--- src/design/smrc_pkg.sv ---
// package: register layout, field positions and timing constants of the run control block
package smrc_pkg;
   localparam int          CFG_W          = 24;
   localparam logic [23:0] CFG_RESET      = 24'h000000;
   localparam logic [23:0] CFG_WR_MASK    = 24'h01FFFF; // bits 23-17 reserved, read zero
   localparam int          BIT_SW_RESET   = 0;
   localparam int          POLL_PER_LSB   = 1;
   localparam int          ACT_TIME_LSB   = 5;
   localparam int          BIT_CRC_TRIG   = 9;
   localparam int          BIT_POLL_EN    = 10;
   localparam int          BIT_RUN        = 11;
   localparam int          CLK_MHZ        = 50;
   localparam int          ACT_STEP_US    = 64;
   localparam int          US_CYCLES      = CLK_MHZ;        // cycles per microsecond
   localparam int          MS_CYCLES      = CLK_MHZ * 1000; // cycles per millisecond
   localparam int          CRC_CYCLES     = 24;             // one cycle per config bit
   localparam logic [7:0]  CRC_INIT       = 8'hFF;
   localparam logic [7:0]  CRC_POLY       = 8'h1D;
   typedef enum logic [1:0] {SMRC_IDLE, SMRC_CONT, SMRC_ACTIVE, SMRC_WAIT} smrc_state_t;
endpackage : smrc_pkg

--- src/design/smrc_crc_if.sv ---
// interface: handshake between run control and the checksum engine
`timescale 1ns/1ns
`default_nettype none
interface smrc_crc_if;
   logic        start;
   logic [23:0] data;
   logic        done;
   logic [7:0]  result;
   modport ctrl (output start, output data, input done, input result);
   modport eng  (input start, input data, output done, output result);
endinterface : smrc_crc_if
`default_nettype wire

--- src/design/smrc_crc.sv ---
// checksum engine: serial crc over the configuration bits, one bit per clock
`timescale 1ns/1ns
`default_nettype none
module smrc_crc
   import smrc_pkg::*;
(
   input  wire logic   mclk,
   input  wire logic   rst,
   smrc_crc_if.eng     cif
);
   logic [23:0] shift_r;
   logic [7:0]  crc_r;
   logic [4:0]  cnt_r;
   logic        busy_r;
   logic        done_r;
   wire         fb_bit = crc_r[7] ^ shift_r[23];
   wire  [7:0]  crc_nxt = {crc_r[6:0], 1'b0} ^ (fb_bit ? CRC_POLY : 8'h00);

   // snapshot the config at start so later writes cannot change this run
   always_ff @(posedge mclk)
   begin
      if (rst)
      begin
         shift_r <= 24'h000000;
         crc_r   <= CRC_INIT;
         cnt_r   <= 5'h00;
         busy_r  <= 1'b0;
         done_r  <= 1'b0;
      end
      else if (cif.start && !busy_r)
      begin
         shift_r <= cif.data;
         crc_r   <= CRC_INIT;
         cnt_r   <= 5'(CRC_CYCLES - 1);
         busy_r  <= 1'b1;
         done_r  <= 1'b0;
      end
      else if (busy_r)
      begin
         shift_r <= {shift_r[22:0], 1'b0};
         crc_r   <= crc_nxt;
         cnt_r   <= cnt_r - 5'h01;
         busy_r  <= (cnt_r != 5'h00);
         done_r  <= (cnt_r == 5'h00);
      end
      else
      begin
         done_r <= 1'b0;
      end
   end

   assign cif.done   = done_r;
   assign cif.result = crc_r;
endmodule : smrc_crc
`default_nettype wire

--- src/design/smrc_run_ctrl.sv ---
// run control for the switch monitor: config register, polling timer, checksum trigger
// Operation
// - writing run bit 11 to one starts wetting current and input sampling
// - clearing run bit stops operation; no current, no sampling
// - while running, run, checksum trigger, reset bit and comparator setup stay writable
// - bit 10 zero means continuous mode, one means polling mode
// - writing one to bit 9 starts checksum over all config bits
// - checksum done sets flag, drives interrupt low, loads result register
// - checksum trigger bit clears itself after the calculation
// - bits 8-5 pick active time, 64 us steps to 512, 128 us steps to 1024, then 2048, high codes 512
// - bits 4-1 pick period 2 ms to 4096 ms, high codes 8 ms
// - writing one to bit 0 triggers software reset; zero does nothing
// -----------------------------------------------------------------------------
// timing notes
// -----------------------------------------------------------------------------
// a config write is taken at the rising edge where cfg_wr is high
// readbacks and int_n lag their registers by one cycle, all from flops
// current and sampling follow a run write one edge later
// the sequencer leaves its phase within one cycle of a stop write
// checksum: snapshot of the old config, 24 busy cycles, done pulse, then flag
// the engine shifts the config msb first, one bit per clock
// the done flag is sticky; a set beats a clear in the same cycle
// a trigger while the engine is busy is refused and the trigger bit holds
// software reset: one-cycle strobe, then every register here returns to its reset value
// comparator setup has its own strobe and stays writable in every state
// writes to frozen bits while running are dropped without any error
// mode, active time and period are frozen while running, so a live change
// never corrupts the polling timer half way through a phase
// an active time at or above the period leaves a one-cycle off phase
// reserved bits and the reset bit always read back as zero
// the interrupt line idles high and goes low a cycle after the flag
// timing parameters give cycles per ms and per us; small values suit simulation
`timescale 1ns/1ns
`default_nettype none
module smrc_run_ctrl
   import smrc_pkg::*;
#(
   parameter int MS_CYC = MS_CYCLES, // cycles per ms, shorten in simulation
   parameter int US_CYC = US_CYCLES  // cycles per us, shorten in simulation
)(
   input  wire logic        mclk,
   input  wire logic        rst,
   input  wire logic        cfg_wr,
   input  wire logic [23:0] cfg_wdata,
   input  wire logic        comp_wr,
   input  wire logic [23:0] comp_wdata,
   input  wire logic        flag_clr,
   output logic      [23:0] cfg_rdata,
   output logic      [23:0] comp_rdata,
   output logic      [7:0]  crc_result,
   output logic             checksum_done_flag,
   output logic             int_n,
   output logic             wetting_on,
   output logic             sample_en,
   output logic             soft_reset
);
   // -------------------------------------------------------------------------
   // registers and decode
   // -------------------------------------------------------------------------
   // state, timer and output flops
   smrc_state_t  st_r, st_nxt;
   logic [23:0]  cfg_r;
   logic [23:0]  comp_r;
   logic [7:0]   crc_res_r;
   logic         flag_r;
   logic         srst_r;
   logic         crc_busy_r;
   logic [31:0]  tmr_r, tmr_nxt;
   logic         wet_r, smp_r;
   smrc_crc_if   cif ();

   // field decode of the stored config
   wire          running    = cfg_r[BIT_RUN];
   wire          poll_mode  = cfg_r[BIT_POLL_EN];
   wire  [3:0]   act_code   = cfg_r[ACT_TIME_LSB +: 4];
   wire  [3:0]   per_code   = cfg_r[POLL_PER_LSB +: 4];
   // strobes decoded straight from the bus word
   wire          sw_reset   = cfg_wr && cfg_wdata[BIT_SW_RESET];
   wire          crc_start  = cfg_wr && cfg_wdata[BIT_CRC_TRIG];
   // bits that may change while running; everything else is frozen then
   wire  [23:0]  live_mask  = (24'h1 << BIT_RUN) | (24'h1 << BIT_CRC_TRIG);
   // the trigger bit holds while a checksum runs and drops on its done pulse
   wire  [23:0]  trig_bit   = 24'h1 << BIT_CRC_TRIG;
   wire  [23:0]  trig_hold  = crc_busy_r ? trig_bit : 24'h000000;
   wire  [23:0]  trig_drop  = cif.done ? trig_bit : 24'h000000;
   wire  [23:0]  wr_mask    = (running ? live_mask : CFG_WR_MASK) & ~trig_hold;
   wire  [23:0]  cfg_wval   = (cfg_r & ~wr_mask) | (cfg_wdata & wr_mask);

   // -------------------------------------------------------------------------
   // timing decode
   // -------------------------------------------------------------------------
   // active time in microseconds
   function automatic int act_us(input logic [3:0] c);
      case (c)
         4'h8:    act_us = 640;
         4'h9:    act_us = 768;
         4'hA:    act_us = 896;
         4'hB:    act_us = 1024;
         4'hC:    act_us = 2048;
         4'hD, 4'hE, 4'hF: act_us = 512;
         default: act_us = (int'(c) + 1) * ACT_STEP_US;
      endcase
   endfunction : act_us

   // polling period in milliseconds
   function automatic int per_ms(input logic [3:0] c);
      case (c)
         4'h0:    per_ms = 2;
         4'h1:    per_ms = 4;
         4'h2:    per_ms = 8;
         4'h3:    per_ms = 16;
         4'h4:    per_ms = 32;
         4'h5:    per_ms = 48;
         4'h6:    per_ms = 64;
         4'h7:    per_ms = 128;
         4'h8:    per_ms = 256;
         4'h9:    per_ms = 512;
         4'hA:    per_ms = 1024;
         4'hB:    per_ms = 2048;
         4'hC:    per_ms = 4096;
         default: per_ms = 8;
      endcase
   endfunction : per_ms

   // phase lengths in clock cycles
   wire  [31:0]  act_cyc = 32'(act_us(act_code) * US_CYC);
   wire  [31:0]  per_cyc = 32'(per_ms(per_code) * MS_CYC);
   // an active time at or above the period would wrap the off count; clamp it
   wire  [31:0]  off_cyc = (per_cyc > act_cyc) ? per_cyc - act_cyc - 32'h1 : 32'h0;

   // -------------------------------------------------------------------------
   // config register
   // -------------------------------------------------------------------------
   // checksum trigger self-clears on done, even when a write lands in that cycle
   always_ff @(posedge mclk)
   begin
      if (rst || srst_r)
         cfg_r <= CFG_RESET;
      else if (cfg_wr)
         cfg_r <= cfg_wval & ~(24'h1 << BIT_SW_RESET) & ~trig_drop; // reset bit is a strobe
      else if (cif.done)
         cfg_r <= cfg_r & ~trig_bit;
   end

   // comparator setup stays writable even while running
   always_ff @(posedge mclk)
   begin
      if (rst || srst_r)
         comp_r <= 24'h000000;
      else if (comp_wr)
         comp_r <= comp_wdata;
   end

   // software reset strobe lasts one cycle, then clears all state
   always_ff @(posedge mclk)
   begin
      if (rst)
         srst_r <= 1'b0;
      else
         srst_r <= sw_reset;
   end

   // engine busy from an accepted start until its done pulse; triggers are refused then
   always_ff @(posedge mclk)
   begin
      if (rst || srst_r)
         crc_busy_r <= 1'b0;
      else if (cif.done)
         crc_busy_r <= 1'b0;
      else if (cif.start)
         crc_busy_r <= 1'b1;
   end

   // -------------------------------------------------------------------------
   // checksum result and done flag
   // -------------------------------------------------------------------------
   // set wins over clear so a completion is never lost
   always_ff @(posedge mclk)
   begin
      if (rst || srst_r)
      begin
         crc_res_r <= 8'h00;
         flag_r    <= 1'b0;
      end
      else
      begin
         if (cif.done)
            crc_res_r <= cif.result;
         flag_r <= cif.done | (flag_r & ~flag_clr);
      end
   end

   // start and snapshot handed to the engine
   assign cif.start = crc_start && !srst_r && !crc_busy_r;
   assign cif.data  = cfg_r;
   // the engine stops with a software reset too, so no stale result lands later
   wire          eng_rst    = rst || srst_r;

   smrc_crc u_crc
   (
      .mclk (mclk),
      .rst  (eng_rst),
      .cif  (cif)
   );

   // -------------------------------------------------------------------------
   // run sequencer
   // -------------------------------------------------------------------------
   // next state and timer; the timer counts down the current phase
   always_comb
   begin
      st_nxt  = st_r;
      tmr_nxt = (tmr_r != 32'h0) ? tmr_r - 32'h1 : 32'h0;
      case (st_r)
         SMRC_IDLE:
         begin
            if (running && !poll_mode)
               st_nxt = SMRC_CONT;
            else if (running)
            begin
               st_nxt  = SMRC_ACTIVE;
               tmr_nxt = act_cyc - 32'h1;
            end
         end
         SMRC_CONT:
         begin
            if (!running)
               st_nxt = SMRC_IDLE;
         end
         SMRC_ACTIVE:
         begin
            if (!running)
               st_nxt = SMRC_IDLE;
            else if (tmr_r == 32'h0)
            begin
               st_nxt  = SMRC_WAIT;
               tmr_nxt = off_cyc;
            end
         end
         SMRC_WAIT:
         begin
            if (!running)
               st_nxt = SMRC_IDLE;
            else if (tmr_r == 32'h0)
            begin
               st_nxt  = SMRC_ACTIVE;
               tmr_nxt = act_cyc - 32'h1;
            end
         end
         default:
            st_nxt = SMRC_IDLE;
      endcase
   end

   // current and sampling decode the next state, so they switch with the state, from flops
   always_ff @(posedge mclk)
   begin
      if (rst || srst_r)
      begin
         st_r  <= SMRC_IDLE;
         tmr_r <= 32'h0;
         wet_r <= 1'b0;
         smp_r <= 1'b0;
      end
      else
      begin
         st_r  <= st_nxt;
         tmr_r <= tmr_nxt;
         wet_r <= (st_nxt == SMRC_CONT) || (st_nxt == SMRC_ACTIVE);
         smp_r <= (st_nxt == SMRC_CONT) || (st_nxt == SMRC_ACTIVE);
      end
   end

   // -------------------------------------------------------------------------
   // outputs
   // -------------------------------------------------------------------------
   // read data registered so every output comes from a flop
   always_ff @(posedge mclk)
   begin
      if (rst)
      begin
         cfg_rdata  <= 24'h000000;
         comp_rdata <= 24'h000000;
         int_n      <= 1'b1;
      end
      else
      begin
         cfg_rdata  <= cfg_r & CFG_WR_MASK;
         comp_rdata <= comp_r;
         int_n      <= ~flag_r;
      end
   end

   // remaining outputs are the flops themselves
   assign crc_result         = crc_res_r;
   assign checksum_done_flag = flag_r;
   assign wetting_on         = wet_r;
   assign sample_en          = smp_r;
   assign soft_reset         = srst_r;
endmodule : smrc_run_ctrl
`default_nettype wire

--- config.mk ---
export PLATFORM = sky130hd
export DESIGN_NAME = smrc_run_ctrl
export DESIGN_NICKNAME = d
export VERILOG_FILES = /design/src/design/smrc_pkg.sv /design/src/design/smrc_crc_if.sv /design/src/design/smrc_crc.sv /design/src/design/smrc_run_ctrl.sv
export SDC_FILE = /design/constraint.sdc
export NUM_CORES = 1
export LEC_CHECK = 0
export ABC_CLOCK_PERIOD_IN_PS = 5800
export BUFFER_PORTS_ARGS = -buffer_cell sky130_fd_sc_hd__buf_2
export CAP_MARGIN = 0
export CORE_MARGIN = 5
export CORE_UTILIZATION = 55
export CTS_CLUSTER_DIAMETER = 120
export DETAILED_ROUTE_END_ITERATION = 7
export HOLD_SLACK_MARGIN = 0.06
export PLACE_DENSITY_LB_ADDON = 0.3
export SYNTH_ARGS = -nofsm -noshare
export SYNTH_HDL_FRONTEND = slang
export SYNTH_SLANG_ARGS = --single-unit
--- constraint.sdc ---
create_clock -name mclk -period 5.8 [get_ports mclk]
set_clock_uncertainty 0.2 [all_clocks]
set_input_delay 0.58 -clock mclk [delete_from_list [all_inputs] [get_ports mclk]]
set_output_delay 0.58 -clock mclk [all_outputs]
set_load 0.02 [all_outputs]
; ---- After elaboration in Yosys (flattened, before gate mapping)
; Memories as Yosys holds them, arrays and structs flattened. A register that Yosys moved wholly into a read port is not among the register bits.
; Index checks and enable logic that the tools add are counted.
[word_totals]
regBits = 182
rom_bits = 192
input_bits = 53
output_inout_bits = 61
memories = 1
[classes]
addsub = 6
n_mul = 2
order_cmp = 1
n_eq_ne = 13
muxes = 32
n_bitwise = 15
reduce_logical = 23
[mem_list]
columns = memory, depth, width, rd, rd_ports_with_merged_regs, wr, line
row1 = (name not given), 16, 12, 1, 1, 0, smrc_run_ctrl.sv:107  ; case (c)
[ops]
columns = cell, count
row1 = 32-bit 2-to-1 mux, 8
row2 = 32-bit one-hot mux with 3 select lines, 1
row3 = "32-bit by 1-bit subtractor with 32-bit output, second input constant", 3
row4 = 24-bit bitwise AND, 3
row5 = 24-bit 2-to-1 mux, 3
row6 = 12-bit one-hot mux with 6 select lines, 1
row7 = 10-bit inverter with 24-bit output, 2
row8 = "4-bit equality test, second input constant", 8
row9 = 32-bit > comparator, 1
row10 = 32-bit logical NOT, 1
row11 = "32-bit by 13-bit multiplier with 28-bit output, second input constant", 1
row12 = "32-bit by 6-bit multiplier with 31-bit output, second input constant", 1
row13 = 32-bit nonzero test, 1
row14 = 32-bit subtractor, 1
row15 = 10-bit 2-to-1 mux, 3
row16 = 17-bit by 24-bit bitwise AND with 24-bit output, 1
row17 = 24-bit inverter, 1
row18 = 24-bit OR, 1
row19 = 17-bit 2-to-1 mux, 1
row20 = 5-bit 2-to-1 mux, 3
row21 = 2-bit 2-to-1 mux, 7
row22 = 4-bit 2-to-1 mux, 2
row23 = 2-bit one-hot mux with 4 select lines, 1
row24 = 8-bit bitwise XOR, 1
row25 = other kinds (18), 36

; ---- Logic depth before layout (Yosys ltp)
[depth]
depth_word = 10
mapped_depth = 26
mapped_depth_nobuf = 24

; ---- Cells and area by module
; Synthesis repeated with hierarchy kept, for this count alone.
[unflattened]
cells_unflattened = 1468
hier_area_um2 = 12659.6
[by_module_without_submodules]
columns = mod, instances, cells_per_inst, area_per_inst_um2
row1 = smrc_run_ctrl, 1, 1272, 10639.0
row2 = smrc_crc, 1, 196, 2020.7

; ---- Least setup slack after synthesis
; Ideal clock, no wire load.
[synth_path]
path_kind = register -> register
from = register cfg_r[5]
to = register tmr_r[27]
t_arrival_ns = 6.037
required_time_ns = 5.478
path_slack_ns = -0.559
stages_incl_launch_ff = 22
path_buffers = 1
period_less_slack_ns = 6.359
path_cell_list = dfxtp_1 inv_1 ha_1 or4_1 o21ai_0 and2_1 ha_1 fa_1 ha_1 ha_1 a21o_1 a21oi_1 nor4_1 a2111oi_1 ha_1 clkbuf_1 a21o_1 o41ai_1 nand3_1 o31a_1 o2111ai_1 a21oi_1
[synth_via]
elab_chain_cells = 10
[synth_rtl]
columns = element, line
row1 = "start, declared", smrc_run_ctrl.sv:62  ; logic [23:0] cfg_r;
row2 = "start signal, assigned", smrc_run_ctrl.sv:140  ; cfg_r <= cfg_wval & ~(24'h1 << BIT_SW_RESET) & ~trig_drop;
row3 = "start signal, assigned", smrc_run_ctrl.sv:142  ; cfg_r <= cfg_r & ~trig_bit;
row4 = "parallel branches: the longest is 2 deep, another holds 4-bit by 1-bit adder with 5-bit output", --
row5 = 12-bit one-hot mux with 6 select lines (*), smrc_run_ctrl.sv:94  ; case (c)
row6 = 32-bit by 6-bit multiplier with 31-bit output (*), smrc_run_ctrl.sv:126  ; wire [31:0] act_cyc = 32'(act_us(act_code) * US_CYC);
row7 = 32-bit subtractor, smrc_run_ctrl.sv:129  ; wire [31:0] off_cyc = (per_cyc > act_cyc) ? per_cyc - act_cyc - 32'h1 : 32'h0;
row8 = 32-bit by 1-bit subtractor with 32-bit output, smrc_run_ctrl.sv:129
row9 = 32-bit 2-to-1 mux, smrc_run_ctrl.sv:129
row10 = 32-bit 2-to-1 mux, smrc_run_ctrl.sv:234  ; else if (tmr_r == 32'h0)
row11 = 32-bit 2-to-1 mux, smrc_run_ctrl.sv:232  ; if (!running)
row12 = 32-bit one-hot mux with 3 select lines (*), smrc_run_ctrl.sv:214  ; case (st_r)
row13 = "end signal, assigned", smrc_run_ctrl.sv:268  ; tmr_r <= tmr_nxt;
row14 = "end, declared", smrc_run_ctrl.sv:68  ; logic [31:0] tmr_r, tmr_nxt;
; Every way passes the cells marked *.
; A chain may end at the register's enable or synchronous reset.

; ---- Worst setup path after layout
[layout_path]
from = register cfg_r[6]
to = register tmr_r[3]
[layout_via]
elab_chain_cells = 9
[layout_rtl]
columns = element, line
row1 = "parallel branches: the longest is 2 deep, another holds 4-bit by 1-bit adder with 5-bit output", --
row2 = 12-bit one-hot mux with 6 select lines (*), smrc_run_ctrl.sv:94
row3 = 32-bit by 6-bit multiplier with 31-bit output (*), smrc_run_ctrl.sv:126
row4 = 32-bit > comparator (*), smrc_run_ctrl.sv:129
row5 = 32-bit 2-to-1 mux (*), smrc_run_ctrl.sv:129
row6 = 32-bit 2-to-1 mux (*), smrc_run_ctrl.sv:234
row7 = 32-bit 2-to-1 mux (*), smrc_run_ctrl.sv:232
row8 = 32-bit one-hot mux with 3 select lines (*), smrc_run_ctrl.sv:214
; Marks and branches as above.

==> results.sh <==
export IMPL_status="complete, but fails checks"
export IMPL_violations="negative setup slack"
export IMPL_firstDrtPassIters=5
export IMPL_max_slew_worst_pin_slew_ns=0.916
export IMPL_period_share=1.02
export IMPL_finalSetupTns_ns=-1.18
export IMPL_antenna_found_initial=0
export IMPL_final_nets=1844
export IMPL_clk_latency_ns=0.44
export IMPL_antenna_cells=0
export IMPL_critical_path_class="reg -> reg"
export IMPL_fin_crit_ns=5.90
export IMPL_r2r_start="cfg_r[6]"
export IMPL_grt_overflow_total=0
export IMPL_min_from="comp_wdata[18]"
export IMPL_num_vias=11000
export IMPL_final_fill_count=1614
export IMPL_slowest_stage="or4b_4"
export IMPL_synth_edff_count=0
export IMPL_syn_area_um2=12100
export IMPL_max_slew_margin_rel=0.389
export IMPL_sw_frac_of_total=0.401
export IMPL_viasPerCell=5.70
export IMPL_core_um2=21800
export IMPL_path_cells="inv_2, ha_2, or4_4, o21ai_4, and2_4, inv_1, ha_1, ha_1, ha_2, ha_4, fa_2, inv_1, ha_4, a21o_1, a21oi_2, nand2_1, a221oi_2, o21ai_2, a211oi_2, or4b_4, a41oi_4, o21ai_1"
export IMPL_mostFrequentLayoutCells="dfxtp_1, buf_4, nor2_1"
export IMPL_setup_violations=23
export IMPL_final_area_um2=15200
export IMPL_io_pins=114
export IMPL_wl_um=32400
export IMPL_vdd_ir_drop_max_v=0.000196
export IMPL_seqPwrFrac=0.290
export IMPL_numCtsBuffers=17
export IMPL_route_detailed_wl_per_inst_um=16.8
export IMPL_grt_pass1_vias=10800
export IMPL_hold_ws_ns=0.162
export IMPL_synthToLayoutAreaGrowth_pct=25.7
export IMPL_combPwrFrac=0.462
export IMPL_crit_start="cfg_r[6]"
export IMPL_finalPower_mw=4.91
export IMPL_rsz0062_at_grt="true"
export IMPL_crit_path_max_fanout=8
export IMPL_finalNonFillerCells=1921
export IMPL_drv_cap=0
export IMPL_place_inst=1867
export IMPL_setup_slack_ns=-0.0953
export IMPL_slowest_delay_ns=0.60
export IMPL_ant_nets=0
export IMPL_rows=54
export IMPL_drt_iter0_drc=782
export IMPL_cts_buffer_depth=2
export IMPL_yosysSeqAreaShare=0.294
export IMPL_ys_seq_elements=178
export IMPL_leakagePower_nw=7.12
export IMPL_path_clk_slew_ns=0.09
export IMPL_fmax_mhz=170
export IMPL_grt_max_degree=75
export IMPL_drc_errors=0
export IMPL_htree_levels=4
export IMPL_grt_pass1_wl_um=51400
export IMPL_root_buffer="clkbuf_16"
export IMPL_clkPwrFrac=0.249
export IMPL_worstSetupStartpointType="flop"
export IMPL_cts_sinks=178
export IMPL_cts_tree="built"
export IMPL_cp_buffers_inverters=3
export IMPL_p_per_area_nw_per_um2=322
export IMPL_dp_slack_ns=-0.385
export IMPL_drive_above_1_share=0.250
export IMPL_post_dp_cell_area_um2=13700
export IMPL_start_util=0.556
export IMPL_yosys_most_used_dff="dfxtp_1"
export IMPL_holdPathStages=3
export IMPL_reg2reg_slack_ns=-0.1
export IMPL_crit_path_end_kind="flop"
export IMPL_yosysWarningCount=0
export IMPL_final_common_cell="dfxtp_1"
export IMPL_avgSynthCellArea_um2=8.53
export IMPL_power_switching_mw=1.97
export IMPL_r2r_end="tmr_r[3]"
export IMPL_synthCells=1419
export IMPL_fin_util=0.699
export IMPL_hold_path_class="in -> reg"
export IMPL_reg2regPathDepth=22
export IMPL_crit_end="tmr_r[3]"
export IMPL_die_area_um2=25100
export IMPL_grt_use_total=0.249
export IMPL_ys_types=94
export IMPL_cp_data_arrival_time_ns=6.01
export IMPL_p_int_mw=2.94
export IMPL_cp_top_family="adder cells"
export IMPL_finalMaxSlewViolations=0
export IMPL_die_height_um=158
export IMPL_hpwl_um=22500
export IMPL_async_reset_ff_frac=0
export IMPL_worstSetupPathDepth=22
export IMPL_ctsHoldBuffers=0
export IMPL_chipWidth_um=158
export IMPL_gp_congestion=0.882
export IMPL_port_buffers=98
export IMPL_finalHoldViolations=0
export IMPL_worstPathRequired_ns=5.92
==> power groups by stage <==
stage | combinational (mW) | clock [mW] | sequential [mW]
finish | 2.26 | 1.22 | 1.42
global route | 2.47 | 1.28 | 1.43
floorplan | 1.44 | 0 | 1.44
CTS | 2.11 | 1.23 | 1.42
global placement | 1.93 | 0 | 1.44
detailed placement | 1.98 | 0 | 1.44
==> synthesized netlist by cell type (7+ instances only) <==
library cell,count,area [µm²]
nand3_1,23,115
o31ai_1,11,82.6
o211ai_1,9,67.6
nor3b_1,12,90.1
clkbuf_1,49,184
xnor2_1,47,412
inv_1,105,394
a31oi_1,8,50.1
nor4_1,12,75.1
nand2b_1,8,50.1
and3_1,14,87.6
a211oi_1,17,128
xor2_1,29,254
a21oi_1,90,450
o21a_1,8,60.1
nor2_1,148,556
o21ai_0,56,280
nand2_1,110,413
buf_1,8,30.0
mux2i_1,61,611
buf_4,9,67.6
nor3_1,32,160
dfxtp_1,178,3560
nand4_1,13,81.3
fa_1,30,601
and2_1,13,81.3
a21o_1,17,128
o22ai_1,9,56.3
nor2b_1,48,300
ha_1,133,1660
a221oi_1,7,61.3
==> registers in the layout, summed over array words and instances (netlist names), named ones only <==
register	cells
per_cyc	2
u_crc.cif.result	8
comp_r	24
checksum_done_flag	1
u_crc.cif.done	1
st_r	2
cfg_rdata	16
sample_en	1
cfg_r	16
u_crc.shift_r	24
comp_rdata	24
crc_busy_r	1
u_crc.cnt_r	5
soft_reset	1
crc_result	8
tmr_r	32
u_crc.busy_r	1
int_n	1
==> layout make-up <==
class / count / area [µm²] / share of cell area
Inverter: 108 / 409 / 0.0269
Clock inverter: 15 / 216 / 0.0142
Tap cell: 280 / 350 / 0.0230
Clock buffer: 17 / 425 / 0.0280
Multi-Input combinational cell: 1067 / 8540 / 0.561
Timing Repair Buffer: 256 / 1680 / 0.111
Sequential cell: 178 / 3590 / 0.236
==> layer usage <==
layer | vias to the layer above | part of all wire | track usage
met4 | 0 | 0.030 | 0.0906
met5 | - | 0 | 0
met3 | 86 | 0.056 | 0.0484
li1 | 5353 | - | -
met1 | 5180 | 0.43 | 0.315
met2 | 337 | 0.49 | 0.424
==> tightest hold or removal path: stages <==
cell,delay [ns]
buf_2,0.07
mux2i_1,0.05
nor2_1,0.07
==> worst min path at each step <==
stage / to / slack [ns]
after floorplan: comp_rdata[0] / 0.24
after global routing: soft_reset / 0.17
final: comp_r[18] / 0.16
after detailed placement: int_n / 0.21
after global placement: int_n / 0.21
after CTS: comp_r[13] / 0.15
==> cells by family (layout without fill, tap and decap cells) <==
group | count (synthesis) | after routing | synth area share
AND/OR/NAND/NOR | 471 | 471 | 0.193
AO/OA/AOI/OAI | 285 | 285 | 0.156
buffers and inverters | 181 | 396 | 0.0609
flip-flops | 178 | 178 | 0.294
adder cells (fa/ha/maj) | 165 | 165 | 0.189
XOR/XNOR | 76 | 76 | 0.0550
multiplexers | 62 | 62 | 0.0514
other | 1 | 8 | 0.000310
==> timing repair <==
action	4_1_cts	5_1_grt
resized for setup	63	59
endpoints found under the setup margin	31	31
setup buffers	18	7
cloned	0	0
pin swaps	39	43
No activity file was read; power rests on OpenSTA's default activity.
